File: config.mk
export PLATFORM = sky130hd
export DESIGN_NAME = ptc_config_header
export DESIGN_NICKNAME = d
export VERILOG_FILES = /design/src/rtl/ptc_pkg.sv /design/src/rtl/ptc_config_header.sv
export VERILOG_INCLUDE_DIRS = /design/src /design/src/rtl
export SDC_FILE = /design/constraint.sdc
export NUM_CORES = 1
export LEC_CHECK = 0
export ABC_CLOCK_PERIOD_IN_PS = 2900
export BUFFER_PORTS_ARGS = -buffer_cell sky130_fd_sc_hd__buf_2
export CAP_MARGIN = 20
export CORE_UTILIZATION = 50
export DETAILED_ROUTE_END_ITERATION = 10
export GPL_ROUTABILITY_DRIVEN = 0
export GPL_TIMING_DRIVEN = 0
export PLACE_DENSITY = 0.75
export SYNTH_ARGS = -nofsm -noshare
export SYNTH_HDL_FRONTEND = slang
export SYNTH_SLANG_ARGS = --single-unit
File: constraint.sdc
create_clock -name clk -period 2.9 [get_ports clk]
set_input_delay 0 -clock clk [delete_from_list [all_inputs] [get_ports clk]]
set_output_delay 0 -clock clk [all_outputs]
set_load 0.05 [all_outputs]
File: src/rtl/ptc_defines.svh
// Offsets, reset values and load addresses of the configuration header bank
`ifndef PTC_DEFINES_SVH
`define PTC_DEFINES_SVH

`define PTC_IDX_ID        6'h00
`define PTC_IDX_CMD       6'h01
`define PTC_IDX_CLASS     6'h02
`define PTC_IDX_HDR       6'h03
`define PTC_IDX_BAR0      6'h04
`define PTC_IDX_BAR5      6'h09
`define PTC_IDX_SUBSYS    6'h0b
`define PTC_IDX_CAPPTR    6'h0d
`define PTC_IDX_INTR      6'h0f
`define PTC_IDX_PM0       6'h10

`define PTC_ROM_BAR_SEL   8'h00
`define PTC_ROM_SPACE     8'h01
`define PTC_ROM_REV       8'h08
`define PTC_ROM_CLASS_LO  8'h09
`define PTC_ROM_CLASS_MID 8'h0a
`define PTC_ROM_CLASS_HI  8'h0b
`define PTC_ROM_SVID_LO   8'h2c
`define PTC_ROM_SVID_HI   8'h2d
`define PTC_ROM_SID_LO    8'h2e
`define PTC_ROM_SID_HI    8'h2f
`define PTC_ROM_CAPPTR    8'h34
`define PTC_ROM_NEXT0     8'h41

`define PTC_HDR_TYPE      8'h00
`define PTC_SELF_TEST_CONTROL_VAL      8'h00
`define PTC_CACHE_LINE    8'h00
`define PTC_LAT_TIMER     8'h00
`define PTC_IRQ_PIN       8'h01
`define PTC_MIN_GNT       8'h00
`define PTC_MAX_LAT       8'h00
`define PTC_PM_CAP_ID     8'h01
`define PTC_PM_CAP_OFS    8'h40
`define PTC_IRQ_LINE_RST  8'h00
`define PTC_BAR_UNUSED    32'hffffffff
`define PTC_CTRL_BASE_RST 26'h3ffffff
`define PTC_MEM_TYPE_32   2'b00
`define PTC_ZERO_BYTE     8'h00

`endif

File: src/rtl/ptc_pkg.sv
// Types shared by the configuration header bank
package ptc_pkg;

    typedef struct packed {
        logic        valid;
        logic        write;
        logic        type0;
        logic [5:0]  idx;
        logic [3:0]  be;
        logic [31:0] wdata;
    } ptc_req_t;

    typedef struct packed {
        logic        ack;
        logic [31:0] rdata;
    } ptc_rsp_t;

    typedef struct packed {
        logic       valid;
        logic [7:0] addr;
        logic [7:0] data;
    } ptc_rom_t;

    typedef enum logic [1:0] {
        PTC_LOADING = 2'b00,
        PTC_READY   = 2'b01
    } ptc_state_t;

endpackage

File: src/rtl/ptc_config_header.sv
// Type 0 configuration header register bank of a single-function target
//
// Functional notes
// Header type bit 7 reads 0: single function.
// Header type bits 6:0 read 00h: general target layout.
// Base register bit 0 is read-only and tells memory or I/O space.
// Memory base bits 31:4 are read/write and feed the decoder.
// Memory base bits 2:1 read-only type, 00b means 32-bit.
// I/O base bits 31:2 writable, bit 1 reserved read-only.
// Bits inside the region size read zero; upper bits writable for sizing.
// Unused base registers read all ones.
// Control register base: bits 5:0 read-only, bits 31:6 read/write.
// Load byte 00h picks base 0 or 5, byte 01h picks I/O or memory.
// Capability pointer gives first entry; next pointer one byte above.
// Interrupt line is software read/write, never loaded at boot.
// Interrupt pin reads 1h, first interrupt pin.
// Minimum grant and maximum latency read 00h, read-only.
// Cache line size and latency timer read zero, read-only.
// Self-test register reads zero: self-test unsupported.
// Revision is read-only, loaded at boot.
// Class code is read-only, loaded at boot, three bytes.
// Subsystem vendor and subsystem codes read-only, loaded at boot.
// Power management block sits at 40h to 47h; pointer holds 40h.
// Power management capability identifier reads fixed 01h.
// Header fields load from serial ROM before any access is answered.
// Only type 0 accesses answered; byte, word, dword all accepted.
// Writes to read-only fields are acknowledged but change nothing.
`timescale 1ns/1ns
`include "ptc_defines.svh"

module ptc_config_header #(
    parameter logic [15:0] VENDOR_CODE = 16'h0f0f,  // Arbitrary value
    parameter logic [15:0] DEVICE_CODE = 16'h0a0a   // Arbitrary value
) (
    input  wire logic              clk,
    input  wire logic              rst_b,
    input  wire ptc_pkg::ptc_req_t cfg_req,
    input  wire ptc_pkg::ptc_rom_t rom_wr,
    input  wire logic              rom_done,
    output ptc_pkg::ptc_rsp_t      cfg_rsp,
    output logic                   cfg_ready,
    output logic [25:0]            ctrl_base,
    output logic                   ctrl_is_mem,
    output logic                   ctrl_in_bar5,
    output logic [7:0]             irq_line
);
    import ptc_pkg::*;

    ////////////////////////////////////////////////////////////////////////////
    // State

    ptc_state_t  state_reg;
    ptc_state_t  state_next;
    ptc_rsp_t    rsp_reg;
    logic        ready_reg;
    logic [5:0]  idx_reg;
    logic [25:0] base_reg;
    logic        mem_reg;
    logic        bar5_reg;
    logic [7:0]  irq_line_reg;
    logic [7:0]  rev_reg;
    logic [23:0] class_reg;
    logic [15:0] svid_reg;
    logic [15:0] sid_reg;
    logic [7:0]  cap_ptr_reg;
    logic [7:0]  next0_reg;

    ////////////////////////////////////////////////////////////////////////////
    // Decode

    wire         loading   = (state_reg == PTC_LOADING);
    wire         rom_take  = rom_wr.valid && loading;
    // Requester holds its request until the ack; the ack term stops a retake
    wire         take      = cfg_req.valid && cfg_req.type0 && ready_reg
                             && !rsp_reg.ack;
    wire         wr_take   = take && cfg_req.write;
    wire [5:0]   ctrl_idx  = bar5_reg ? `PTC_IDX_BAR5 : `PTC_IDX_BAR0;
    wire         hit_ctrl  = (cfg_req.idx == ctrl_idx);
    wire         is_bar    = (cfg_req.idx >= `PTC_IDX_BAR0)
                             && (cfg_req.idx <= `PTC_IDX_BAR5);
    // Region is 64 bytes to hold 28; bits 5:0 never store anything
    wire [5:0]   ctrl_low  = {3'b000, `PTC_MEM_TYPE_32, !mem_reg};
    wire [31:0]  ctrl_word = {base_reg, ctrl_low};
    wire [31:0]  bar_word  = hit_ctrl ? ctrl_word : `PTC_BAR_UNUSED;

    // Byte-lane merge, so byte and word writes land correctly
    wire [31:0]  merged;
    genvar k;
    generate
        for (k = 0; k < 4; k = k + 1) begin : g_lane
            assign merged[8*k+7:8*k] = cfg_req.be[k] ? cfg_req.wdata[8*k+7:8*k]
                                                     : ctrl_word[8*k+7:8*k];
        end
    endgenerate

    wire         base_we   = wr_take && hit_ctrl;
    wire         line_we   = wr_take && (cfg_req.idx == `PTC_IDX_INTR)
                             && cfg_req.be[0];

    ////////////////////////////////////////////////////////////////////////////
    // Read mux

    logic [31:0] rd_word;
    always_comb begin
        rd_word = 32'h0000_0000;
        unique case (1'b1)
            cfg_req.idx == `PTC_IDX_ID:
                rd_word = {DEVICE_CODE, VENDOR_CODE};
            cfg_req.idx == `PTC_IDX_CLASS:
                rd_word = {class_reg, rev_reg};
            cfg_req.idx == `PTC_IDX_HDR:
                rd_word = {`PTC_SELF_TEST_CONTROL_VAL, `PTC_HDR_TYPE,
                           `PTC_LAT_TIMER, `PTC_CACHE_LINE};
            is_bar:
                rd_word = bar_word;
            cfg_req.idx == `PTC_IDX_SUBSYS:
                rd_word = {sid_reg, svid_reg};
            cfg_req.idx == `PTC_IDX_CAPPTR:
                rd_word = {24'h000000, cap_ptr_reg};
            cfg_req.idx == `PTC_IDX_INTR:
                rd_word = {`PTC_MAX_LAT, `PTC_MIN_GNT,
                           `PTC_IRQ_PIN, irq_line_reg};
            cfg_req.idx == `PTC_IDX_PM0:
                rd_word = {16'h0000, next0_reg, `PTC_PM_CAP_ID};
            default:
                rd_word = 32'h0000_0000;
        endcase
    end

    ////////////////////////////////////////////////////////////////////////////
    // Boot load sequencing

    always_comb begin
        state_next = state_reg;
        unique case (state_reg)
            PTC_LOADING: if (rom_done) begin
                state_next = PTC_READY;
            end
            PTC_READY:   state_next = PTC_READY;
        endcase
    end

    always_ff @(posedge clk) begin
        if (!rst_b) begin
            state_reg <= PTC_LOADING;
            ready_reg <= 1'b0;
        end else begin
            state_reg <= state_next;
            ready_reg <= (state_next == PTC_READY);
        end
    end

    // Loaded bytes are ignored once answering has started, so they stay read-only
    always_ff @(posedge clk) begin
        if (!rst_b) begin
            bar5_reg    <= 1'b0;
            mem_reg     <= 1'b0;
            rev_reg     <= 8'h00;
            class_reg   <= 24'h000000;
            svid_reg    <= 16'h0000;
            sid_reg     <= 16'h0000;
            cap_ptr_reg <= `PTC_PM_CAP_OFS;
            next0_reg   <= `PTC_ZERO_BYTE;
        end else if (rom_take) begin
            unique case (rom_wr.addr)
                `PTC_ROM_BAR_SEL:   bar5_reg <= rom_wr.data[0];
                `PTC_ROM_SPACE:     mem_reg <= rom_wr.data[0];
                `PTC_ROM_REV:       rev_reg <= rom_wr.data;
                `PTC_ROM_CLASS_LO:  class_reg[7:0] <= rom_wr.data;
                `PTC_ROM_CLASS_MID: class_reg[15:8] <= rom_wr.data;
                `PTC_ROM_CLASS_HI:  class_reg[23:16] <= rom_wr.data;
                `PTC_ROM_SVID_LO:   svid_reg[7:0] <= rom_wr.data;
                `PTC_ROM_SVID_HI:   svid_reg[15:8] <= rom_wr.data;
                `PTC_ROM_SID_LO:    sid_reg[7:0] <= rom_wr.data;
                `PTC_ROM_SID_HI:    sid_reg[15:8] <= rom_wr.data;
                `PTC_ROM_CAPPTR:    cap_ptr_reg <= rom_wr.data;
                `PTC_ROM_NEXT0:     next0_reg <= rom_wr.data;
                default:            ;
            endcase
        end
    end

    ////////////////////////////////////////////////////////////////////////////
    // Configuration writes and answers

    always_ff @(posedge clk) begin
        if (!rst_b) begin
            base_reg     <= `PTC_CTRL_BASE_RST;
            irq_line_reg <= `PTC_IRQ_LINE_RST;
        end else begin
            if (base_we) begin
                base_reg <= merged[31:6];
            end
            if (line_we) begin
                irq_line_reg <= cfg_req.wdata[7:0];
            end
        end
    end

    // Every taken access is answered; writes elsewhere are simply dropped
    always_ff @(posedge clk) begin
        if (!rst_b) begin
            rsp_reg <= '0;
            idx_reg <= 6'h00;
        end else begin
            rsp_reg.ack <= take;
            if (take) begin
                rsp_reg.rdata <= rd_word;
                idx_reg       <= cfg_req.idx;
            end
        end
    end

    assign cfg_rsp      = rsp_reg;
    assign cfg_ready    = ready_reg;
    assign ctrl_base    = base_reg;
    assign ctrl_is_mem  = mem_reg;
    assign ctrl_in_bar5 = bar5_reg;
    assign irq_line     = irq_line_reg;

    wire rd_ack = rsp_reg.ack;
    wire [5:0] ack_ctrl_idx = bar5_reg ? `PTC_IDX_BAR5 : `PTC_IDX_BAR0;
    wire ack_bar = (idx_reg >= `PTC_IDX_BAR0) && (idx_reg <= `PTC_IDX_BAR5);
endmodule

==> Yosys cells after proc, flatten, opt, wreduce, memory -nomap -nowiden <==
Index checks and enable logic that the tools add are counted.
{ "word_totals": {"ff_bits": 152, "input_bits": 65, "output_inout_bits": 70, "word_cells": 77} }
{ "op_classes": {"order_cmp": 2, "n_eq_ne": 19, "n_mux": 5, "n_reduce_logical": 30} }
{ "op_table": {"columns": ["cell", "n"], "rows": [
  ["$pmux 32 s7", 1],
  ["$eq 8x6->1 const B", 5],
  ["$eq 8x4->1 const B", 4],
  ["$mux 32", 1],
  ["$reduce_and 2->1", 16],
  ["$eq 6x4->1 const B", 3],
  ["$logic_and 1x1->1", 9],
  ["$eq 8x1->1 const B", 1],
  ["$eq 8x7->1 const B", 1],
  ["$logic_not 8->1", 1],
  ["$eq 6x2->1 const B", 1],
  ["$eq 6x4->1", 1],
  ["$eq 6x5->1 const B", 1],
  ["$ge 6x3->1 const B", 1],
  ["$le 6x4->1 const B", 1],
  ["$logic_not 6->1", 1],
  ["$eq 2x1->1 const B", 2],
  ["$mux 4", 1],
  ["$pmux 2 s2", 1],
  ["$logic_not 1->1", 2],
  ["$logic_not 2->1", 1],
  ["$mux 2", 1]
]} }

==> Longest topological paths before layout <==
Gate-level depths: netlist of the first run.
{ "depth": {"word_depth": 6, "depth_mapped": 7, "depth_no_buf": 5} }

==> Worst setup path after synthesis of the first run <==
OpenSTA, ideal clock, no wires.
{ "synth_path": {"path_type": "register to register", "start": "register bar5_reg, in the netlist ctrl_in_bar5", "end": "register base_reg[14], in the netlist ctrl_base[14]", "setup_ns": 0.129, "arrival_ns": 2.348, "required_time_ns": 2.771, "setup_slack_ns": 0.423, "path_stages_with_launch": 6, "path_buffers": 0, "synth_period_minus_slack_ns": 2.477, "path_cell_list": "dfxtp_1 > or4b_2 > a2111oi_4 > nand2_2 > mux2i_1 > nand2_1"} }
{ "synth_between": {"elab_chain_len": 4} }
{ "synth_lines": {"columns": ["element", "line_no", "rtl"], "rows": [
  ["start: declaration", "ptc_config_header.sv:59", "logic bar5_reg;"],
  ["start signal: assignment", "ptc_config_header.sv:166", "`PTC_ROM_BAR_SEL: bar5_reg <= rom_wr.data[0];"],
  ["$mux 4 (no source line)", null, null],
  ["$eq 6x4->1", "ptc_config_header.sv:78", "wire hit_ctrl = (cfg_req.idx == ctrl_idx);"],
  ["$logic_and 1x1->1", "ptc_config_header.sv:96", "wire base_we = wr_take && hit_ctrl;"],
  ["$reduce_and 2->1 (no source line)", null, null],
  ["end signal: assignment", "ptc_config_header.sv:188", "base_reg <= `PTC_CTRL_BASE_RST;"],
  ["end signal: assignment", "ptc_config_header.sv:192", "base_reg <= merged[31:6];"],
  ["end: declaration", "ptc_config_header.sv:57", "logic [25:0] base_reg;"]
]} }
No other way between the ends.
A chain may end at the register's enable or synchronous reset.

==> Final worst setup path of the first run <==
{ "layout_path": {"start": "register state_reg[0]", "end": "register class_reg[20]"} }
{ "layout_between": {"elab_chain_len": 3} }
{ "layout_lines": {"columns": ["element", "line_no", "rtl"], "rows": [
  ["start: declaration", "ptc_config_header.sv:52", "ptc_state_t state_reg;"],
  ["start signal: assignment", "ptc_config_header.sv:148", "state_reg <= state_next;"],
  ["$logic_not 2->1", "ptc_config_header.sv:71", "wire loading = (state_reg == PTC_LOADING);"],
  ["$logic_and 1x1->1", "ptc_config_header.sv:72", "wire rom_take = rom_wr.valid && loading;"],
  ["$reduce_and 2->1 (no source line)", null, null],
  ["end signal: assignment", "ptc_config_header.sv:171", "`PTC_ROM_CLASS_HI: class_reg[23:16] <= rom_wr.data;"],
  ["end: declaration", "ptc_config_header.sv:62", "logic [23:0] class_reg;"]
]} }
No other way between the ends.

==> impl_metrics.tcl, run 1 <==
set metrics [dict create \
    drt_first_pass_iters 7 \
    antennaDiodeCount 0 \
    fin_crit_ns 2.78 \
    clock_sinks 152 \
    syn-cell-area_sq_mm 0.00632 \
    p_per_area_mw_per_mm2 573 \
    hold_ws_ns 0.0346 \
    synth_cells 687 \
    viasPerCell 5.79 \
    status "finished clean" \
    drt_iter0_drc 707 \
    max-slew-margin-rel 0.397 \
    critPathRequiredTime_ns 3.19 \
    synth_warnings 0 \
    synth_nets 752 \
    worstSetupPathType "flip-flop to flip-flop" \
    fp.coreArea_sq_mm 0.0122 \
    hp-class "input pin to flip-flop" \
    rsz0062_at_grt "false" \
    async_reset_ff_frac 0 \
    final_antenna_net_count 0 \
    synth_edf_count 0 \
    io-pin-count 135 \
    final.setup_skew_ns 0.00655 \
    start_util 0.520 \
    fmax_ghz 0.360 \
    worstPathArrival_ns 3.07 \
    grt_max_degree 17 \
    hold_viol_final 0 \
    p_leak_nw 3.36 \
    place_inst 980 \
    cts_max_path_buffers 2 \
    fin_cells 1053 \
    routed-via-count 6093 \
    grt_pass1_wl_um 30800 \
    r2r_setup_slack_ns 0.12 \
    hpwlAfterDp_um 14000 \
    wirelength_um 19900 \
    grt_usage 0.314 \
    clk_latency_ns 0.43 \
    setup_viol 0 \
    drc 0 \
    port_buffers 124 \
    clockRootBuffer "clkbuf_16" \
    synth_seq_cells 152 \
    area_delta_synth_final_pct 29.8 \
    dieWidth_um 114 \
    path_clk_slew_ns 0.06 \
    drive_above_1_share 0.205 \
    tritoncts "done" \
    slew_violations 0 \
    fin_crit_sh 0.959 \
    worstSetupEndpointType "flip-flop" \
    overflow 0 \
    cts_buffers 17 \
    fin_nets 938 \
    synth-main-ff-cell "dfxtp_1" \
    synth_seq_area_share 0.481 \
    crit_path_start_kind "flip-flop" \
    routedWlPerCell_um 18.9 \
    vdd_drop_max_uv 425 \
    row_count 40 \
    synth.distinct_cells 53 \
    synth.avg_cell_area_sq_um 9.20 \
    antenna_found_initial 0 \
    die_h_um 114 \
    maxCapViolations 0 \
    dieArea_sq_mm 0.0131 \
    tightest_slew_ns 0.899 \
    utilization 0.675 \
    largest_reg_flops 32 \
    worstPathMaxFanout 10 \
    first_global_vias 5799 \
    fin_tns_setup_ns 0 \
    htree_levels 4 \
]
==> layout by cell type (no fill, tap or decap), types with 13 or more instances in the layout <==
| master | n |
|---|---|
| nand2_1 | 78 |
| clkbuf_1 | 48 |
| a22o_1 | 13 |
| a222oi_1 | 23 |
| o211ai_1 | 16 |
| clkbuf_16 | 17 |
| a21oi_1 | 41 |
| nand3_1 | 29 |
| dfxtp_1 | 152 |
| nor2_1 | 95 |
| dlygate4sd3_1 | 42 |
| mux2i_1 | 89 |
| buf_2 | 128 |
| o21ai_0 | 15 |
==> stage by stage <==
stage	power, mW	instance area, sq um	worst slack (ns)
after floorplan	2.28	6320	0.423
after global placement	2.37	7150	0.192
after detailed placement	2.38	7160	0.156
after CTS	4.70	8210	0.148
after global routing	4.82	8210	0.0354
final	4.70	8210	0.119
==> cell usage after synthesis, types with 3 or more instances <==
master    instances  area [sq um]
nand2_1          78           293
nand2b_1          4          25.0
o211ai_1         16           120
clkbuf_1         46           173
a22o_1           13           114
nand3_1          29           145
or3b_2            4          35.0
buf_2             4          20.0
dfxtp_1         152          3040
o21ai_0          15          75.1
a222oi_1         23           230
nor3_1            7          35.0
mux2i_1          89           891
a221oi_1          6          52.6
nor2_1           95           357
buf_1             3          11.3
a21oi_1          41           205
o21ai_1           4          20.0
buf_4             4          30.0
nand4b_1          3          26.3
a22oi_1           4          30.0
==> layer usage <==
metal  track usage  part of all wire  up-vias
li1              -                 -     2849
met4         0.122             0.020        0
met3        0.0683             0.087       38
met2         0.520              0.48      314
met1         0.400              0.41     2892
met5             0                 0        -
==> kinds of logic after synthesis <==
kind of cell / share of synthesized area
and+or+nand+nor: 0.184
DFF: 0.481
AOI/OAI and AO/OA: 0.151
muxes: 0.144
buffers and inverters: 0.0388
==> worst max-delay path, stage by stage, from the launching register on <==
cell and delay, ns:
dfxtp_1 0.31, or4b_4 0.58, nor4b_1 0.49, buf_2 0.31, nand3_1 0.53, mux2i_1 0.36, nor2_1 0.07
==> power breakdown <==
part           leakage [nW]  switching, mW  internal [mW]
Sequential             1.23        0.00321           2.09
Clock                 0.306          0.832           1.49
Combinational          1.83          0.177          0.111
==> path summary, 6_finish.rpt <==
check	end	startpoint	cells past startpoint
min	next0_reg[0]	rom_wr[11]	4
max	class_reg[20]	state_reg[0]	6
max reg2reg	class_reg[20]	state_reg[0]	6
min reg2reg	cfg_rsp[30]	cfg_rsp[30]	2
==> what timing repair did <==
item	in CTS	in global routing
endpoints found under the hold margin	41	0
setup buffers	0	0
resized for setup	0	0
hold buffers	42	0
endpoints found under the setup margin	0	2
==> final cells by class <==
class | count | area, sq um
Fill cell | 946 | 3960
Timing Repair Buffer | 167 | 1050
Sequential cell | 152 | 3040
Multi-Input combinational cell | 475 | 3030
Inverter | 3 | 11.3
Clock inverter | 6 | 111
Tap cell | 168 | 210
Clock buffer | 25 | 515
Buffer | 57 | 234
Note: power is estimated with default switching activity, not from simulation.
==> run 2: changes to the inputs <==
PLACE_DENSITY = unset   (was 0.75)
PLACE_DENSITY_LB_ADDON = 0.05   (was unset)
==> run 2 against run 1 <==
Against the previous run:
- cell count about the same
- combinational power about the same
- power down 0.52%
- fmax about the same
- worst hold slack about the same
- worst setup slack better by 0.0014 ns
- cell area down 0.21%
- non-clock buffer count unchanged
- critical path type is now input pin to flip-flop
- largest cell class unchanged
- largest power group unchanged
==> impl_metrics.tcl, run 2 (synthesis gave the netlist of run 1 again) <==
set metrics [dict create \
    routed-via-count 5950 \
    final_common_cell "dfxtp_1" \
    largest_reg_flops 32 \
    p_leak_nw 3.35 \
    pre_cts_ws_ns 0.171 \
    worstPathArrival_ns 3.13 \
    utilization 0.673 \
    fin_nets 938 \
    tritoncts "done" \
    fill_cells 996 \
    total_power_mw 4.68 \
    hold_ws_ns 0.0347 \
    overflow 0 \
    viasPerCell 5.65 \
    drc 0 \
    status "finished clean" \
    fin_cells 1054 \
    wirelength_um 20000 \
    critPathRequiredTime_ns 3.25 \
    setup_viol 0 \
    holdPathEnd "next0_reg[7]" \
    hold_viol_final 0 \
    hpwlAfterDp_um 14200 \
    holdPathStages 4 \
    p_per_area_mw_per_mm2 571 \
    tightest_slew_ns 0.991 \
    worstPathMaxFanout 10 \
    fin_tns_setup_ns 0 \
    slew_violations 0 \
    area_delta_synth_final_pct 29.6 \
    worst_slack_ns 0.120 \
    start_util 0.520 \
    place_inst 980 \
    htree_levels 4 \
    worstSetupEndpointType "flip-flop" \
    dieArea_sq_mm 0.0131 \
    drt_iter0_drc 670 \
    dieWidth_um 114 \
    crit_path_start_kind "input pin" \
    r2r-end "ctrl_base[10]" \
    row_count 40 \
    place_area_sq_mm 0.00716 \
    fin_crit_sh 0.959 \
    grt_max_degree 17 \
    ff_latch_area_sq_mm 0.00304 \
    grt_usage 0.316 \
    rsz0062_at_grt "false" \
    cts-resized-gates 0 \
    clock_sinks 152 \
    first_global_vias 5718 \
    worstRegToRegCells 5 \
    path_clk_slew_ns 0.06 \
    routedWlPerCell_um 19.0 \
    cts_max_path_buffers 2 \
    min_from "rom_wr[11]" \
    io-pin-count 135 \
    r2r_setup_slack_ns 0.15 \
    fp.coreArea_sq_mm 0.0122 \
    antenna_found_initial 0 \
    final_antenna_net_count 0 \
    final_cell_area_sq_mm 0.00819 \
    max-slew-margin-rel 0.336 \
    die_h_um 114 \
    maxCapViolations 0 \
    clockRootBuffer "clkbuf_16" \
    layout_common_cells "152 x dfxtp_1, 128 x buf_2, 95 x nor2_1" \
    drt_first_pass_iters 7 \
    multi_input_area_sq_mm 0.00303 \
    hp-class "input pin to flip-flop" \
    fin_crit_ns 2.78 \
    r2r-start "ctrl_in_bar5" \
    vdd_drop_max_uv 383 \
    grt_pass1_wl_um 30700 \
    final.setup_skew_ns 0.00705 \
    antennaDiodeCount 0 \
    cts_buffers 17 \
    port_buffers 124 \
    drive_above_1_share 0.205 \
    clk_latency_ns 0.43 \
    fmax_ghz 0.360 \
    worstSetupPathType "input pin to flip-flop" \
]
==> run 2: layer usage <==
| layer | wire [um] | vias to the layer above | global-route usage |
|---|---|---|---|
| met1 | 8830 | 2836 | 0.416 |
| met2 | 9160 | 258 | 0.500 |
| met4 | 334 | 0 | 0.115 |
| met5 | 0 | - | 0 |
| met3 | 1680 | 19 | 0.0826 |
| li1 | - | 2837 | - |
==> run 2: area by class of cell <==
class / count / area share
Buffer: 57 / 0.0286
Clock inverter: 13 / 0.0215
Timing Repair Buffer: 167 / 0.128
Clock buffer: 19 / 0.0529
Sequential cell: 152 / 0.372
Tap cell: 168 / 0.0257
Multi-Input combinational cell: 475 / 0.370
Inverter: 3 / 0.00138
==> run 2: critical path, stage by stage <==
cell           delay (ns)
dlygate4sd3_1        0.55
buf_2                0.16
or3b_2               0.50
nor4_1               0.59
clkbuf_1             0.60
buf_2                0.36
a222oi_1             0.15
o211ai_1             0.21
==> run 2: repair_timing <==
item | 4_1_cts | 5_1_grt
hold buffers | 42 | 0
endpoints found under the setup margin | 0 | 2
buffers inserted | 0 | 0
endpoints found under the hold margin | 41 | 0
==> run 2: how the worst max path moves through the flow <==
stage / from / slack [ns] / to / cells after the start
finish: cfg_req[41] / 0.12 / cfg_rsp[16] / 8
floorplan: ctrl_in_bar5 / 0.42 / ctrl_base[14] / 5
CTS: ctrl_in_bar5 / 0.13 / ctrl_base[10] / 5
global placement: state_reg[0] / 0.16 / class_reg[21] / 6
detailed placement: ctrl_in_bar5 / 0.17 / ctrl_base[10] / 5
global route: cfg_req[41] / 0.02 / cfg_rsp[16] / 8
==> run 2: where the power goes <==
part	total, mW	internal, mW	switching (mW)
clock network	2.29	1.43	0.862
registers	2.10	2.09	0.00290
logic	0.287	0.111	0.177
